File: src/include/amc_pkg.sv
// Contract
// - Five-bit analog attenuation in half-decibel steps, zero is full gain, all-ones -15.5 dB.
// - Software sets first-coefficient flag; the next coefficient write starts a new biquad.
// - Modulator frequency bit selects fast rate when clear, half rate when set; resets set.
// - Dither enable: 00 none, 01 main, 10 second, 11 both stages.
// - Dither level codes 100-111 give 2^-7 to 2^-10, 000-011 give 2^-13 to 2^-16.
// - Element matching select enables matching at 00, disables at 11.
// - Direction bit makes the address pin input when clear, output when set.
// - Pin function field selects low, mute flags, clock-invalid or fault output on pin.
// - Sharing bit clear makes right reuse left coefficients; set gives unique coefficients.
// - Bypass bit routes audio around the finite impulse response stage.
// - Compressor bypass skips range compression in left and right main channels only.
// - Equalizer bypass skips equalizer filters in left and right main channels only.
// - Eight-bit read-only silicon identifier register.
// - Read-only power state code: 0 deep sleep, 1 sleep, 2 high impedance, 3 play.
// - Read-only status bit reads one while right channel is auto muted.
// - Read-only status bit reads one while left channel is auto muted.
package amc_pkg;

    // ------------------------------------------------------------
    // Register offsets
    // ------------------------------------------------------------
    localparam logic [7:0] ADDR_ANALOG_GAIN = 8'h54;
    localparam logic [7:0] ADDR_BIQUAD_MARK = 8'h5C;
    localparam logic [7:0] ADDR_CONV_MOD = 8'h5D;
    localparam logic [7:0] ADDR_PIN_DIR = 8'h60;
    localparam logic [7:0] ADDR_PIN_FUNC = 8'h61;
    localparam logic [7:0] ADDR_PROC_BYPASS = 8'h66;
    localparam logic [7:0] ADDR_SILICON_ID = 8'h67;
    localparam logic [7:0] ADDR_POWER_STATE = 8'h68;
    localparam logic [7:0] ADDR_MUTE_STATUS = 8'h69;

    // ------------------------------------------------------------
    // Reset values
    // ------------------------------------------------------------
    localparam logic [7:0] RST_ANALOG_GAIN = 8'h00;
    localparam logic [7:0] RST_BIQUAD_MARK = 8'h00;
    localparam logic [7:0] RST_CONV_MOD = 8'hF8;
    localparam logic [7:0] RST_PIN_DIR = 8'h00;
    localparam logic [7:0] RST_PIN_FUNC = 8'h00;
    localparam logic [7:0] RST_PROC_BYPASS = 8'h00;

    // ------------------------------------------------------------
    // Field positions and widths
    // ------------------------------------------------------------
    localparam int GAIN_W = 5;
    localparam int FREQ_SEL_BIT = 7;
    localparam int DITHER_EN_LSB = 5;
    localparam int DITHER_LVL_LSB = 2;
    localparam int MATCH_SEL_LSB = 0;
    localparam int SHARE_BIT = 3;
    localparam int FIR_BYP_BIT = 2;
    localparam int COMP_BYP_BIT = 1;
    localparam int EQ_BYP_BIT = 0;
    localparam int FUNC_W = 5;

    // ------------------------------------------------------------
    // Pin function codes
    // ------------------------------------------------------------
    localparam logic [4:0] PIN_FN_LOW = 5'h00;
    localparam logic [4:0] PIN_FN_MUTE_BOTH = 5'h03;
    localparam logic [4:0] PIN_FN_MUTE_LEFT = 5'h04;
    localparam logic [4:0] PIN_FN_MUTE_RIGHT = 5'h05;
    localparam logic [4:0] PIN_FN_CLK_INVALID = 5'h06;
    localparam logic [4:0] PIN_FN_FAULT = 5'h0B;

    // Power state codes
    localparam logic [7:0] PWR_DEEP_SLEEP = 8'h00;
    localparam logic [7:0] PWR_SLEEP = 8'h01;
    localparam logic [7:0] PWR_HIGH_IMPEDANCE = 8'h02;
    localparam logic [7:0] PWR_PLAY = 8'h03;

    // Identifier value is arbitrary
    localparam logic [7:0] SILICON_ID_DEFAULT = 8'h5A;

endpackage : amc_pkg

File: src/amc_sync2.sv
module amc_sync2 #(
    parameter int WIDTH = 1
) (
    // Clock and reset
    input wire logic clock,
    input wire logic srst,
    // Data
    input wire logic [WIDTH-1:0] din,
    output logic [WIDTH-1:0] dout
);

    // ------------------------------------------------------------
    // Two-stage synchroniser
    // ------------------------------------------------------------
    logic [WIDTH-1:0] stage1;

    // First stage feeds only the second
    always_ff @(posedge clock) begin
        if (srst) begin
            stage1 <= '0;
            dout <= '0;
        end else begin
            stage1 <= din;
            dout <= stage1;
        end
    end

endmodule : amc_sync2

File: src/amc_pin_mux.sv
module amc_pin_mux
    import amc_pkg::*;
(
    // Clock and reset
    input wire logic clock,
    input wire logic srst,
    // Configuration
    input wire logic pin_output_enable,
    input wire logic [amc_pkg::FUNC_W-1:0] pin_function,
    // Flag sources
    input wire logic left_muted,
    input wire logic right_muted,
    input wire logic clock_invalid,
    input wire logic fault_out_n,
    // Pin
    output logic addr_pin_o,
    output logic addr_pin_oe
);

    // ------------------------------------------------------------
    // Function select
    // ------------------------------------------------------------
    logic next_pin;

    // Reserved codes drive low, same as off
    always_comb begin
        case (pin_function)
            PIN_FN_LOW: next_pin = 1'b0;
            PIN_FN_MUTE_BOTH: next_pin = left_muted & right_muted;
            PIN_FN_MUTE_LEFT: next_pin = left_muted;
            PIN_FN_MUTE_RIGHT: next_pin = right_muted;
            PIN_FN_CLK_INVALID: next_pin = clock_invalid;
            PIN_FN_FAULT: next_pin = fault_out_n;
            default: next_pin = 1'b0;
        endcase
    end

    // Registered pin drive avoids glitches from mux changes
    always_ff @(posedge clock) begin
        if (srst) begin
            addr_pin_o <= 1'b0;
            addr_pin_oe <= 1'b0;
        end else begin
            addr_pin_o <= next_pin;
            addr_pin_oe <= pin_output_enable;
        end
    end

    pin_follow_a: assert property (@(posedge clock) disable iff (srst)
        (pin_function == PIN_FN_MUTE_LEFT) |=> (addr_pin_o == $past(left_muted)))
        else $error("address pin not following left mute flag");
    pin_dir_a: assert property (@(posedge clock) disable iff (srst)
        pin_output_enable |=> addr_pin_oe)
        else $error("address pin not driven when set to output");

endmodule : amc_pin_mux

File: src/amc_misc_regs.sv
module amc_misc_regs
    import amc_pkg::*;
#(
    parameter logic [7:0] SILICON_ID = amc_pkg::SILICON_ID_DEFAULT
) (
    // Clock and reset
    input wire logic clock,
    input wire logic srst,
    // Control port register access
    input wire logic reg_wr,
    input wire logic reg_rd,
    input wire logic [7:0] reg_addr,
    input wire logic [7:0] reg_wdata,
    output logic [7:0] reg_rdata,
    // Coefficient write path
    input wire logic coef_wr,
    output logic biquad_new,
    // Analog and modulator controls
    output logic [amc_pkg::GAIN_W-1:0] analog_attenuation,
    output logic mod_half_rate,
    output logic dither_main_en,
    output logic dither_second_en,
    output logic [2:0] dither_level,
    output logic [1:0] element_matching_select,
    output logic element_matching,
    // Processing controls
    output logic coef_unique,
    output logic fir_bypass,
    output logic range_compressor_bypass,
    output logic eq_bypass,
    // Status sources from the device core
    input wire logic [1:0] power_state_code,
    input wire logic left_mute_in,
    input wire logic right_mute_in,
    input wire logic clock_invalid_in,
    input wire logic fault_in_n,
    // Address pin
    output logic addr_pin_o,
    output logic addr_pin_oe
);

    // ------------------------------------------------------------
    // Register storage
    // ------------------------------------------------------------
    logic [7:0] analog_gain_control;
    logic [7:0] biquad_write_marker;
    logic [7:0] converter_mod_control;
    logic [7:0] addr_pin_direction;
    logic [7:0] addr_pin_function;
    logic [7:0] processing_bypass;
    logic [7:0] power_state_report;
    logic [1:0] mute_status;
    logic [1:0] status_sync;
    logic [1:0] flag_sync;
    logic right_muted_status;
    logic left_muted_status;
    logic first_pending;

    // Returns true for a write at the given offset
    function automatic logic hit(input logic [7:0] a, input logic [7:0] off);
        hit = reg_wr && (a == off);
    endfunction : hit

    // ------------------------------------------------------------
    // Status synchronisers
    // ------------------------------------------------------------
    amc_sync2 #(.WIDTH(2)) u_mute_sync (
        .clock(clock),
        .srst(srst),
        .din({right_mute_in, left_mute_in}),
        .dout(status_sync)
    );

    amc_sync2 #(.WIDTH(2)) u_flag_sync (
        .clock(clock),
        .srst(srst),
        .din({clock_invalid_in, fault_in_n}),
        .dout(flag_sync)
    );

    // Status register follows the synchronised mute levels
    always_ff @(posedge clock) begin
        if (srst) begin
            mute_status <= 2'h0;
        end else begin
            mute_status <= status_sync;
        end
    end

    assign right_muted_status = mute_status[1];
    assign left_muted_status = mute_status[0];

    // Power state is core state, only sampled here
    always_ff @(posedge clock) begin
        if (srst) begin
            power_state_report <= PWR_DEEP_SLEEP;
        end else begin
            power_state_report <= {6'h00, power_state_code};
        end
    end

    // ------------------------------------------------------------
    // Writable registers
    // ------------------------------------------------------------
    // Reserved bits are kept writable as read/write storage
    always_ff @(posedge clock) begin
        if (srst) begin
            analog_gain_control <= RST_ANALOG_GAIN;
            converter_mod_control <= RST_CONV_MOD;
            addr_pin_direction <= RST_PIN_DIR;
            addr_pin_function <= RST_PIN_FUNC;
            processing_bypass <= RST_PROC_BYPASS;
        end else begin
            // Read-only and unmapped offsets have no write decode
            if (hit(reg_addr, ADDR_ANALOG_GAIN)) begin
                analog_gain_control <= reg_wdata;
            end
            if (hit(reg_addr, ADDR_CONV_MOD)) begin
                converter_mod_control <= reg_wdata;
            end
            if (hit(reg_addr, ADDR_PIN_DIR)) begin
                addr_pin_direction <= reg_wdata;
            end
            if (hit(reg_addr, ADDR_PIN_FUNC)) begin
                addr_pin_function <= reg_wdata;
            end
            if (hit(reg_addr, ADDR_PROC_BYPASS)) begin
                processing_bypass <= reg_wdata;
            end
        end
    end

    // ------------------------------------------------------------
    // Biquad first-coefficient marker
    // ------------------------------------------------------------
    // Marker arms a pending flag; next coefficient write starts a biquad
    always_ff @(posedge clock) begin
        if (srst) begin
            biquad_write_marker <= RST_BIQUAD_MARK;
            first_pending <= 1'b0;
            biquad_new <= 1'b0;
        end else begin
            biquad_new <= coef_wr && first_pending;
            if (hit(reg_addr, ADDR_BIQUAD_MARK)) begin
                biquad_write_marker <= reg_wdata;
                first_pending <= reg_wdata[0];
            end else if (coef_wr) begin
                first_pending <= 1'b0;
            end
        end
    end

    // ------------------------------------------------------------
    // Field decode
    // ------------------------------------------------------------
    // Gain field drives the analog stage directly
    assign analog_attenuation = analog_gain_control[GAIN_W-1:0];
    assign mod_half_rate = converter_mod_control[FREQ_SEL_BIT];
    assign dither_main_en = converter_mod_control[DITHER_EN_LSB];
    assign dither_second_en = converter_mod_control[DITHER_EN_LSB+1];
    assign dither_level = converter_mod_control[DITHER_LVL_LSB+:3];
    assign element_matching_select = converter_mod_control[MATCH_SEL_LSB+:2];
    // Codes 01 and 10 are undefined; only 11 turns matching off
    assign element_matching = (element_matching_select != 2'h3);
    assign coef_unique = processing_bypass[SHARE_BIT];
    assign fir_bypass = processing_bypass[FIR_BYP_BIT];
    assign range_compressor_bypass = processing_bypass[COMP_BYP_BIT];
    assign eq_bypass = processing_bypass[EQ_BYP_BIT];

    // ------------------------------------------------------------
    // Read path
    // ------------------------------------------------------------
    // Read data registered; unmapped offsets read zero
    always_ff @(posedge clock) begin
        if (srst) begin
            reg_rdata <= 8'h00;
        end else if (reg_rd) begin
            case (reg_addr)
                ADDR_ANALOG_GAIN: reg_rdata <= analog_gain_control;
                ADDR_BIQUAD_MARK: reg_rdata <= biquad_write_marker;
                ADDR_CONV_MOD: reg_rdata <= converter_mod_control;
                ADDR_PIN_DIR: reg_rdata <= addr_pin_direction;
                ADDR_PIN_FUNC: reg_rdata <= addr_pin_function;
                ADDR_PROC_BYPASS: reg_rdata <= processing_bypass;
                ADDR_SILICON_ID: reg_rdata <= SILICON_ID;
                ADDR_POWER_STATE: reg_rdata <= power_state_report;
                ADDR_MUTE_STATUS: reg_rdata <= {6'h00, right_muted_status, left_muted_status};
                default: reg_rdata <= 8'h00;
            endcase
        end
    end

    // ------------------------------------------------------------
    // Address pin
    // ------------------------------------------------------------
    amc_pin_mux u_pin_mux (
        .clock(clock),
        .srst(srst),
        .pin_output_enable(addr_pin_direction[0]),
        .pin_function(addr_pin_function[FUNC_W-1:0]),
        .left_muted(left_muted_status),
        .right_muted(right_muted_status),
        .clock_invalid(flag_sync[1]),
        .fault_out_n(flag_sync[0]),
        .addr_pin_o(addr_pin_o),
        .addr_pin_oe(addr_pin_oe)
    );

    // ------------------------------------------------------------
    // Write checks
    // ------------------------------------------------------------
    // Bus is sampled on the write edge, the decoded field one edge later
    gain_write_a: assert property (@(posedge clock) disable iff (srst)
        (reg_wr && reg_addr == ADDR_ANALOG_GAIN) |=> analog_attenuation == $past(reg_wdata[GAIN_W-1:0]))
        else $error("gain write not applied");
    biquad_mark_a: assert property (@(posedge clock) disable iff (srst)
        (first_pending && coef_wr && !reg_wr) |=> biquad_new ##1 !biquad_new)
        else $error("biquad start not flagged once");
    freq_reset_a: assert property (@(posedge clock)
        srst |=> mod_half_rate && dither_main_en && dither_second_en)
        else $error("modulator reset value wrong");
    rate_write_a: assert property (@(posedge clock) disable iff (srst)
        (reg_wr && reg_addr == ADDR_CONV_MOD) |=> mod_half_rate == $past(reg_wdata[FREQ_SEL_BIT]))
        else $error("modulator rate write not applied");
    // Expected dither bits come from the bus, not from the stored register
    dither_map_a: assert property (@(posedge clock) disable iff (srst)
        (reg_wr && reg_addr == ADDR_CONV_MOD) |=>
            {dither_second_en, dither_main_en, dither_level} == $past(reg_wdata[DITHER_EN_LSB+1:DITHER_LVL_LSB]))
        else $error("dither fields misplaced");
    match_off_a: assert property (@(posedge clock) disable iff (srst)
        (element_matching_select == 2'h3) == !element_matching)
        else $error("element matching decode wrong");
    match_on_a: assert property (@(posedge clock) disable iff (srst)
        (reg_wr && reg_addr == ADDR_CONV_MOD && reg_wdata[MATCH_SEL_LSB+:2] == 2'h0) |=> element_matching)
        else $error("element matching not enabled by code zero");
    share_bit_a: assert property (@(posedge clock) disable iff (srst)
        (reg_wr && reg_addr == ADDR_PROC_BYPASS) |=>
            coef_unique == $past(reg_wdata[SHARE_BIT]) && eq_bypass == $past(reg_wdata[EQ_BYP_BIT]))
        else $error("bypass write not applied");
    bypass_mid_a: assert property (@(posedge clock) disable iff (srst)
        (reg_wr && reg_addr == ADDR_PROC_BYPASS) |=>
            fir_bypass == $past(reg_wdata[FIR_BYP_BIT])
            && range_compressor_bypass == $past(reg_wdata[COMP_BYP_BIT]))
        else $error("filter or compressor bypass write not applied");

    // ------------------------------------------------------------
    // Status and read checks
    // ------------------------------------------------------------
    // Read data lands one edge after the read strobe
    id_read_a: assert property (@(posedge clock) disable iff (srst)
        (reg_rd && reg_addr == ADDR_SILICON_ID) |=> reg_rdata == SILICON_ID)
        else $error("identifier read wrong");
    power_read_a: assert property (@(posedge clock) disable iff (srst)
        reg_rd && reg_addr == ADDR_POWER_STATE |=> reg_rdata[7:2] == 6'h00)
        else $error("power state high bits set");
    // Report register adds one edge before the read edge
    power_code_a: assert property (@(posedge clock) disable iff (srst)
        (reg_rd && reg_addr == ADDR_POWER_STATE) |=> reg_rdata[1:0] == $past(power_state_code, 2))
        else $error("power state report stale");
    ro_write_a: assert property (@(posedge clock) disable iff (srst)
        (reg_wr && reg_addr == ADDR_SILICON_ID) |=> $stable(processing_bypass) && $stable(analog_gain_control))
        else $error("read-only write disturbed registers");
    ro_state_a: assert property (@(posedge clock) disable iff (srst)
        (reg_wr && reg_addr == ADDR_MUTE_STATUS) |=> $stable(converter_mod_control) && $stable(addr_pin_function))
        else $error("status write disturbed registers");
    // Two synchroniser stages plus the status register
    mute_status_a: assert property (@(posedge clock) disable iff (srst)
        $rose(left_mute_in) ##1 left_mute_in [*2] |=> left_muted_status)
        else $error("left mute status late");
    right_mute_a: assert property (@(posedge clock) disable iff (srst)
        $rose(right_mute_in) ##1 right_mute_in [*2] |=> right_muted_status)
        else $error("right mute status late");

    // Main scenarios
    biquad_c: cover property (@(posedge clock) disable iff (srst)
        biquad_new);
    pin_out_c: cover property (@(posedge clock) disable iff (srst)
        addr_pin_oe && addr_pin_o);
    mute_c: cover property (@(posedge clock) disable iff (srst)
        right_muted_status && left_muted_status);
    ro_write_c: cover property (@(posedge clock) disable iff (srst)
        reg_wr && reg_addr == ADDR_SILICON_ID);
    match_off_c: cover property (@(posedge clock) disable iff (srst)
        !element_matching);

endmodule : amc_misc_regs

File: config.mk
export PLATFORM = sky130hd
export DESIGN_NAME = amc_misc_regs
export DESIGN_NICKNAME = d
export VERILOG_FILES = /design/src/include/amc_pkg.sv /design/src/amc_sync2.sv /design/src/amc_pin_mux.sv /design/src/amc_misc_regs.sv
export SDC_FILE = /design/constraint.sdc
export NUM_CORES = 1
export LEC_CHECK = 0
export BUFFER_PORTS_ARGS = -buffer_cell sky130_fd_sc_hd__buf_4
export CAP_MARGIN = 25
export CELL_PAD_IN_SITES_DETAIL_PLACEMENT = 1
export CELL_PAD_IN_SITES_GLOBAL_PLACEMENT = 1
export CORE_AREA = 2 2 87 89
export CTS_CLUSTER_DIAMETER = 60
export DETAILED_ROUTE_END_ITERATION = 8
export DIE_AREA = 0 0 89 91
export PLACE_DENSITY = 0.9
export SLEW_MARGIN = 20
export SYNTH_ARGS = -nofsm -noshare
export SYNTH_HDL_FRONTEND = slang
export SYNTH_SLANG_ARGS = --single-unit
export TNS_END_PERCENT = 10
File: constraint.sdc
create_clock -name clock -period 4.4 [get_ports clock]
set_input_delay 0.88 -clock clock [delete_from_list [all_inputs] [get_ports clock]]
set_output_delay 0.88 -clock clock [all_outputs]
set_load 0.02 [all_outputs]
* After elaboration in Yosys (flattened, before gate mapping)
Cells that the tools add are included.
** Cells by class
- Eq/ne operators :: 15
- Reduce and logical (&&, ||, !) cells :: 8
- Multiplexer cells :: 4
- Multiply operators :: 0
- Shift operators :: 0
- Order comparisons :: 0
- Bitwise gates (word level) :: 1
- Div/mod/pow operators :: 0
- $add $sub $neg :: 0
** Operators with widths (count)
- 8-bit by 7-bit equality test with 1-bit output (second input constant) :: 9
- 8-bit one-hot mux with 9 select lines :: 1
- 5-bit by 3-bit equality test with 1-bit output (second input constant) :: 3
- 1-bit logical AND :: 7
- 5-bit by 2-bit equality test with 1-bit output (second input constant) :: 1
- 5-bit by 4-bit equality test with 1-bit output (second input constant) :: 1
- 1-bit one-hot mux with 5 select lines :: 1
- 1-bit two-way mux :: 2
- 2-bit != test (second input constant) :: 1
- 2-bit nonzero test :: 1
- 1-bit AND :: 1
** Storage, ports and cells
- Bits in registers :: 78
- RAM bits :: 0
- ROM bits :: 0
- Latch bits :: 0
- Output and inout bits :: 29
- Memories kept :: 0
- Input bits :: 27

* Logic depth before layout (Yosys ltp)
- Depth after elaboration :: 3
- Depth in mapped cells :: 7
- Mapped depth without buffers :: 5

* Hierarchy
A second synthesis with hierarchy kept.
** Unflattened totals
- Cells, all modules :: 331
- Area, all modules :: 3151.8 µm²
** By module, submodules not included
- amc_misc_regs :: cells an instance 303, instances 1, area each 2813.9 µm²
- amc_sync2 :: cells an instance 8, instances 2, area each 105.1 µm²
- amc_pin_mux :: cells an instance 12, instances 1, area each 127.6 µm²

* Worst setup path before layout
OpenSTA, ideal clock, no wires.
- Kind :: input port to flip-flop
- Start :: input port reg_addr[0]
- End :: register reg_rdata[0]
- Required time :: 4.263 ns
- Stages :: 5
- Setup slack :: 2.327 ns
- Setup time :: 0.137 ns
- Arrival :: 1.936 ns
- Cell sequence :: buf_4 -> mux4_2 -> nor2b_1 -> a221oi_1 -> a211oi_1
** On the way
- Longest elaborated chain between the ends :: 2
** RTL lines
- from (decl) :: line amc_misc_regs.sv:12 : input wire logic [7:0] reg_addr,
- 8-bit by 7-bit equality test with 1-bit output :: line amc_misc_regs.sv:178 : case (reg_addr)
- 8-bit one-hot mux with 9 select lines (*) :: line amc_misc_regs.sv:178
- to (signal assigned) :: line amc_misc_regs.sv:179 : ADDR_ANALOG_GAIN: reg_rdata <= analog_gain_control;
- to (signal assigned) :: line amc_misc_regs.sv:180 : ADDR_BIQUAD_MARK: reg_rdata <= biquad_write_marker;
- to (signal assigned) :: line amc_misc_regs.sv:181 : ADDR_CONV_MOD: reg_rdata <= converter_mod_control;
- to (decl) :: line amc_misc_regs.sv:14 : output logic [7:0] reg_rdata,
Mark *: on every way between the ends. The rest lies on a longest branch, timed or not.
A chain may end at the register's enable or synchronous reset.

* Final worst setup path
- Start :: input port reg_addr[5]
- End :: register biquad_write_marker[0]
** On the way
- Longest elaborated chain between the ends :: 2
** RTL lines
- 8-bit by 7-bit equality test with 1-bit output :: line amc_misc_regs.sv:61 : hit = reg_wr && (a == off);
- 1-bit logical AND :: line amc_misc_regs.sv:61
- to (signal assigned) :: line amc_misc_regs.sv:145 : biquad_write_marker <= reg_wdata;
- to (decl) :: line amc_misc_regs.sv:46 : logic [7:0] biquad_write_marker;
No other way between the ends.

==> impl_results.md <==
- Status: complete, no violations
- Period utilisation layout: 0.596
- Fill count: approximately 870
- Unique masters post-synth: 50
- Clk slew on worst S/H paths: roughly 80 ps
- Fin area: 0.00370 mm^2
- # diodes: 0
- Hold/Removal Path Class: reg2reg
- Critical Path RT: ~4600 ps
- Pre-CTS WS: 1490 ps
- Final Core Density: 0.518
- Placed instance count: around 480
- Primary FF master, synth: dfxtp_1
- Ys Warns: 0
- CTS buffer count: 9
- Post-DR vias/cell: approximately 5.6
- Yosys top cell by area: dfxtp_1
- Top cell type's share of synthesized area: 0.455
- Fin Hold WS: between 400 and 500 ps
- Cell Pwr Density: 335 mW/mm^2
- PortBufs: 55
- Slew Viols, Final: 0
- Clock Latency Late Sink: roughly 350 ps
- Post-CTS Setup Inserts: 0
- Final Worst Setup Slack: about 1800 ps
- Setup violators final: 0
- CTS H-tree depth: 3
- Area grow syn2layout: 16.7%
- DRC: 0
- Post-CTS sizing: 0
- Hold EP: biquad_new$_SDFF_PP0_
- Crit path launch type: primary input
- CTS tree: yes
- Total GRT Usage: 0.232
- Pleak: around 1.4 nW
- Crit Path Max Fanout: 11
- Sequential-to-total area share from yosys stat: 0.455
- Cts-stage hold buffer count: 0
- GP Congestion: slightly above 0.8
- Post-Syn Area: ~0.0032 mm^2
- Maximum root-to-sink buffer count: 2
- Slew @ Worst Pin: 741 ps
- Vias: 2,778
- Clock root buffer master: clkbuf_8
- Drt wl/cell: 17.9 um
- Final ANT Viol Nets: 0
- Reg-to-Reg End: reg_rdata[0]$_SDFFE_PP0P_
- Relative slew slack: 0.502
- R2R depth: 4
- DRT Pass-1 Iters: 5
- Setup TNS: 0 ps
- Number of synthesized register bits: 72
- Core region area: about 0.007 mm^2
- Crit end category: register
- Top-Level Pins: 56
- Max capacitance violation total: 0
- Syn nets: 381
- Initial DRC count: approximately 220
- Layout cells sized above 1: 0.214
- DP Area: about 0.0035 mm^2
- Clk_skew: between 5 and 6 ps
- Most numerous cell in the Yosys netlist: dfxtp_1
- Die Span Y: about 91 um
- Detailed placement HPWL: between 5 and 6 mm
- FP Rows: 31
- Vias in the first global route: approximately 2,800
- Hold Path Cell Cnt: 2
- Worst endpoint data arrival time: roughly 2800 ps
- Avg Inst Size Synth: 8.95 um^2
- Reg-to-Reg Start: mute_status[0]$_SDFF_PP0_
- CTS sink count: between 70 and 80
- Peak VDD IR: between 0.15 and 0.2 mV
- Tmin final: approximately 2600 ps
- First-pass GRT wire length: ~14 mm
- R2R setup slack: around 2900 ps
- Congestion Overflow GR: 0
- Top cells by area, synth: dfxtp_1 45%, mux2i_1 7.3%, a21oi_1 5.7%
- Cells after synthesis: roughly 350
- Initial antenna violation count: 0
- Starting Density: 0.444
- Total wire length: 8.81 mm
- Most frequent cells after synthesis: 72 x dfxtp_1, 45 x nand2_1, 36 x a21oi_1
- Hold Vio Cnt, Final: 0
- F_max: 381 MHz
- Largest net degree at the start of global routing: roughly 70
- Setup Crit Path Kind: in2reg
- Die Width: 89 um
- Asr flop ratio synth: 0
- Hold Startpoint: first_pending$_SDFFE_PP0P_
- Post-synth EDFFs: 0
- Die area: about 0.0081 mm^2
- RSZ-0062 raised after global routing: no
- Non-filler cells, final: roughly 490
- Nets: ~420
- Overall power: around 1.2 mW
[power breakdown]
part	switching, mW	internal (mW)
combinational	0.0515	0.0324
clock	0.281	0.215
sequential	0.00249	0.658
total	0.335	0.905
[final cells by class]
| type | count | area, um^2 | area share |
|---|---|---|---|
| multi-input cells | 245 | 1520 | 0.411 |
| flip-flops and latches | 72 | 1440 | 0.390 |
| repair buffers | 55 | 413 | 0.112 |
| clock buffers | 9 | 124 | 0.0335 |
| well taps | 99 | 124 | 0.0335 |
| clock inverters | 7 | 60.1 | 0.0162 |
| inverters | 5 | 18.8 | 0.00507 |
[layer usage]
metal	track usage	routed length, um	share of wire
met5	0	0	0
met4	0.0896	213	0.024
met3	0.0582	513	0.058
met2	0.384	4440	0.50
met1	0.286	3640	0.41
[worst max-delay path by stage]
stage | startpoint | end | cells past startpoint
after floorplan | reg_addr[0] | reg_rdata[0]$_SDFFE_PP0P_ | 5
after global placement | reg_addr[4] | processing_bypass[6]$_SDFFE_PP0P_ | 6
after detailed placement | reg_addr[4] | processing_bypass[4]$_SDFFE_PP0P_ | 6
after CTS | reg_addr[5] | biquad_write_marker[0]$_SDFFE_PP0P_ | 6
after global routing | reg_addr[4] | processing_bypass[7]$_SDFFE_PP0P_ | 6
final | reg_addr[5] | biquad_write_marker[0]$_SDFFE_PP0P_ | 6
[kinds of logic after synthesis]
group,synth area share
DFF,0.455
muxes,0.0940
buffers and inverters,0.0659
and+or+nand+nor,0.246
AOI/OAI and AO/OA,0.139
[worst max-delay path, stage by stage]
cell and delay [ps]:
buf_4 110, and4bb_1 270, and3b_1 450, nand4b_1 630
mux2i_1 390, nor2_1 90
[sequential cells by signal, indices dropped and copies added, names as in the netlist, 8 cells and up]
name / cells
addr_pin_direction: 8
addr_pin_function: 8
analog_gain_control: 8
biquad_write_marker: 8
converter_mod_control: 8
processing_bypass: 8
reg_rdata: 8
[layout by cell type, fill, tap and decap left out, types with 2 or more instances in the layout]
cell type  count
nand4_1        3
nand3_1       29
nand2_1       45
nor3_1         2
nor2b_1       16
nor3_4         2
a211oi_2       3
inv_1          5
dfxtp_1       72
nand3b_1       8
a21oi_1       36
o211a_1        2
a221oi_1       2
mux2_2         4
o21ai_1        2
a2bb2oi_1      2
a32o_1         2
buf_4         55
mux2i_1       23
nand2b_1       2
clkbuf_8       9
o21ai_0        3
nor2_1        30
inv_6          5
o22ai_1        3
a222oi_1       2
or2_1          3
(Power assumes the default switching activity.)
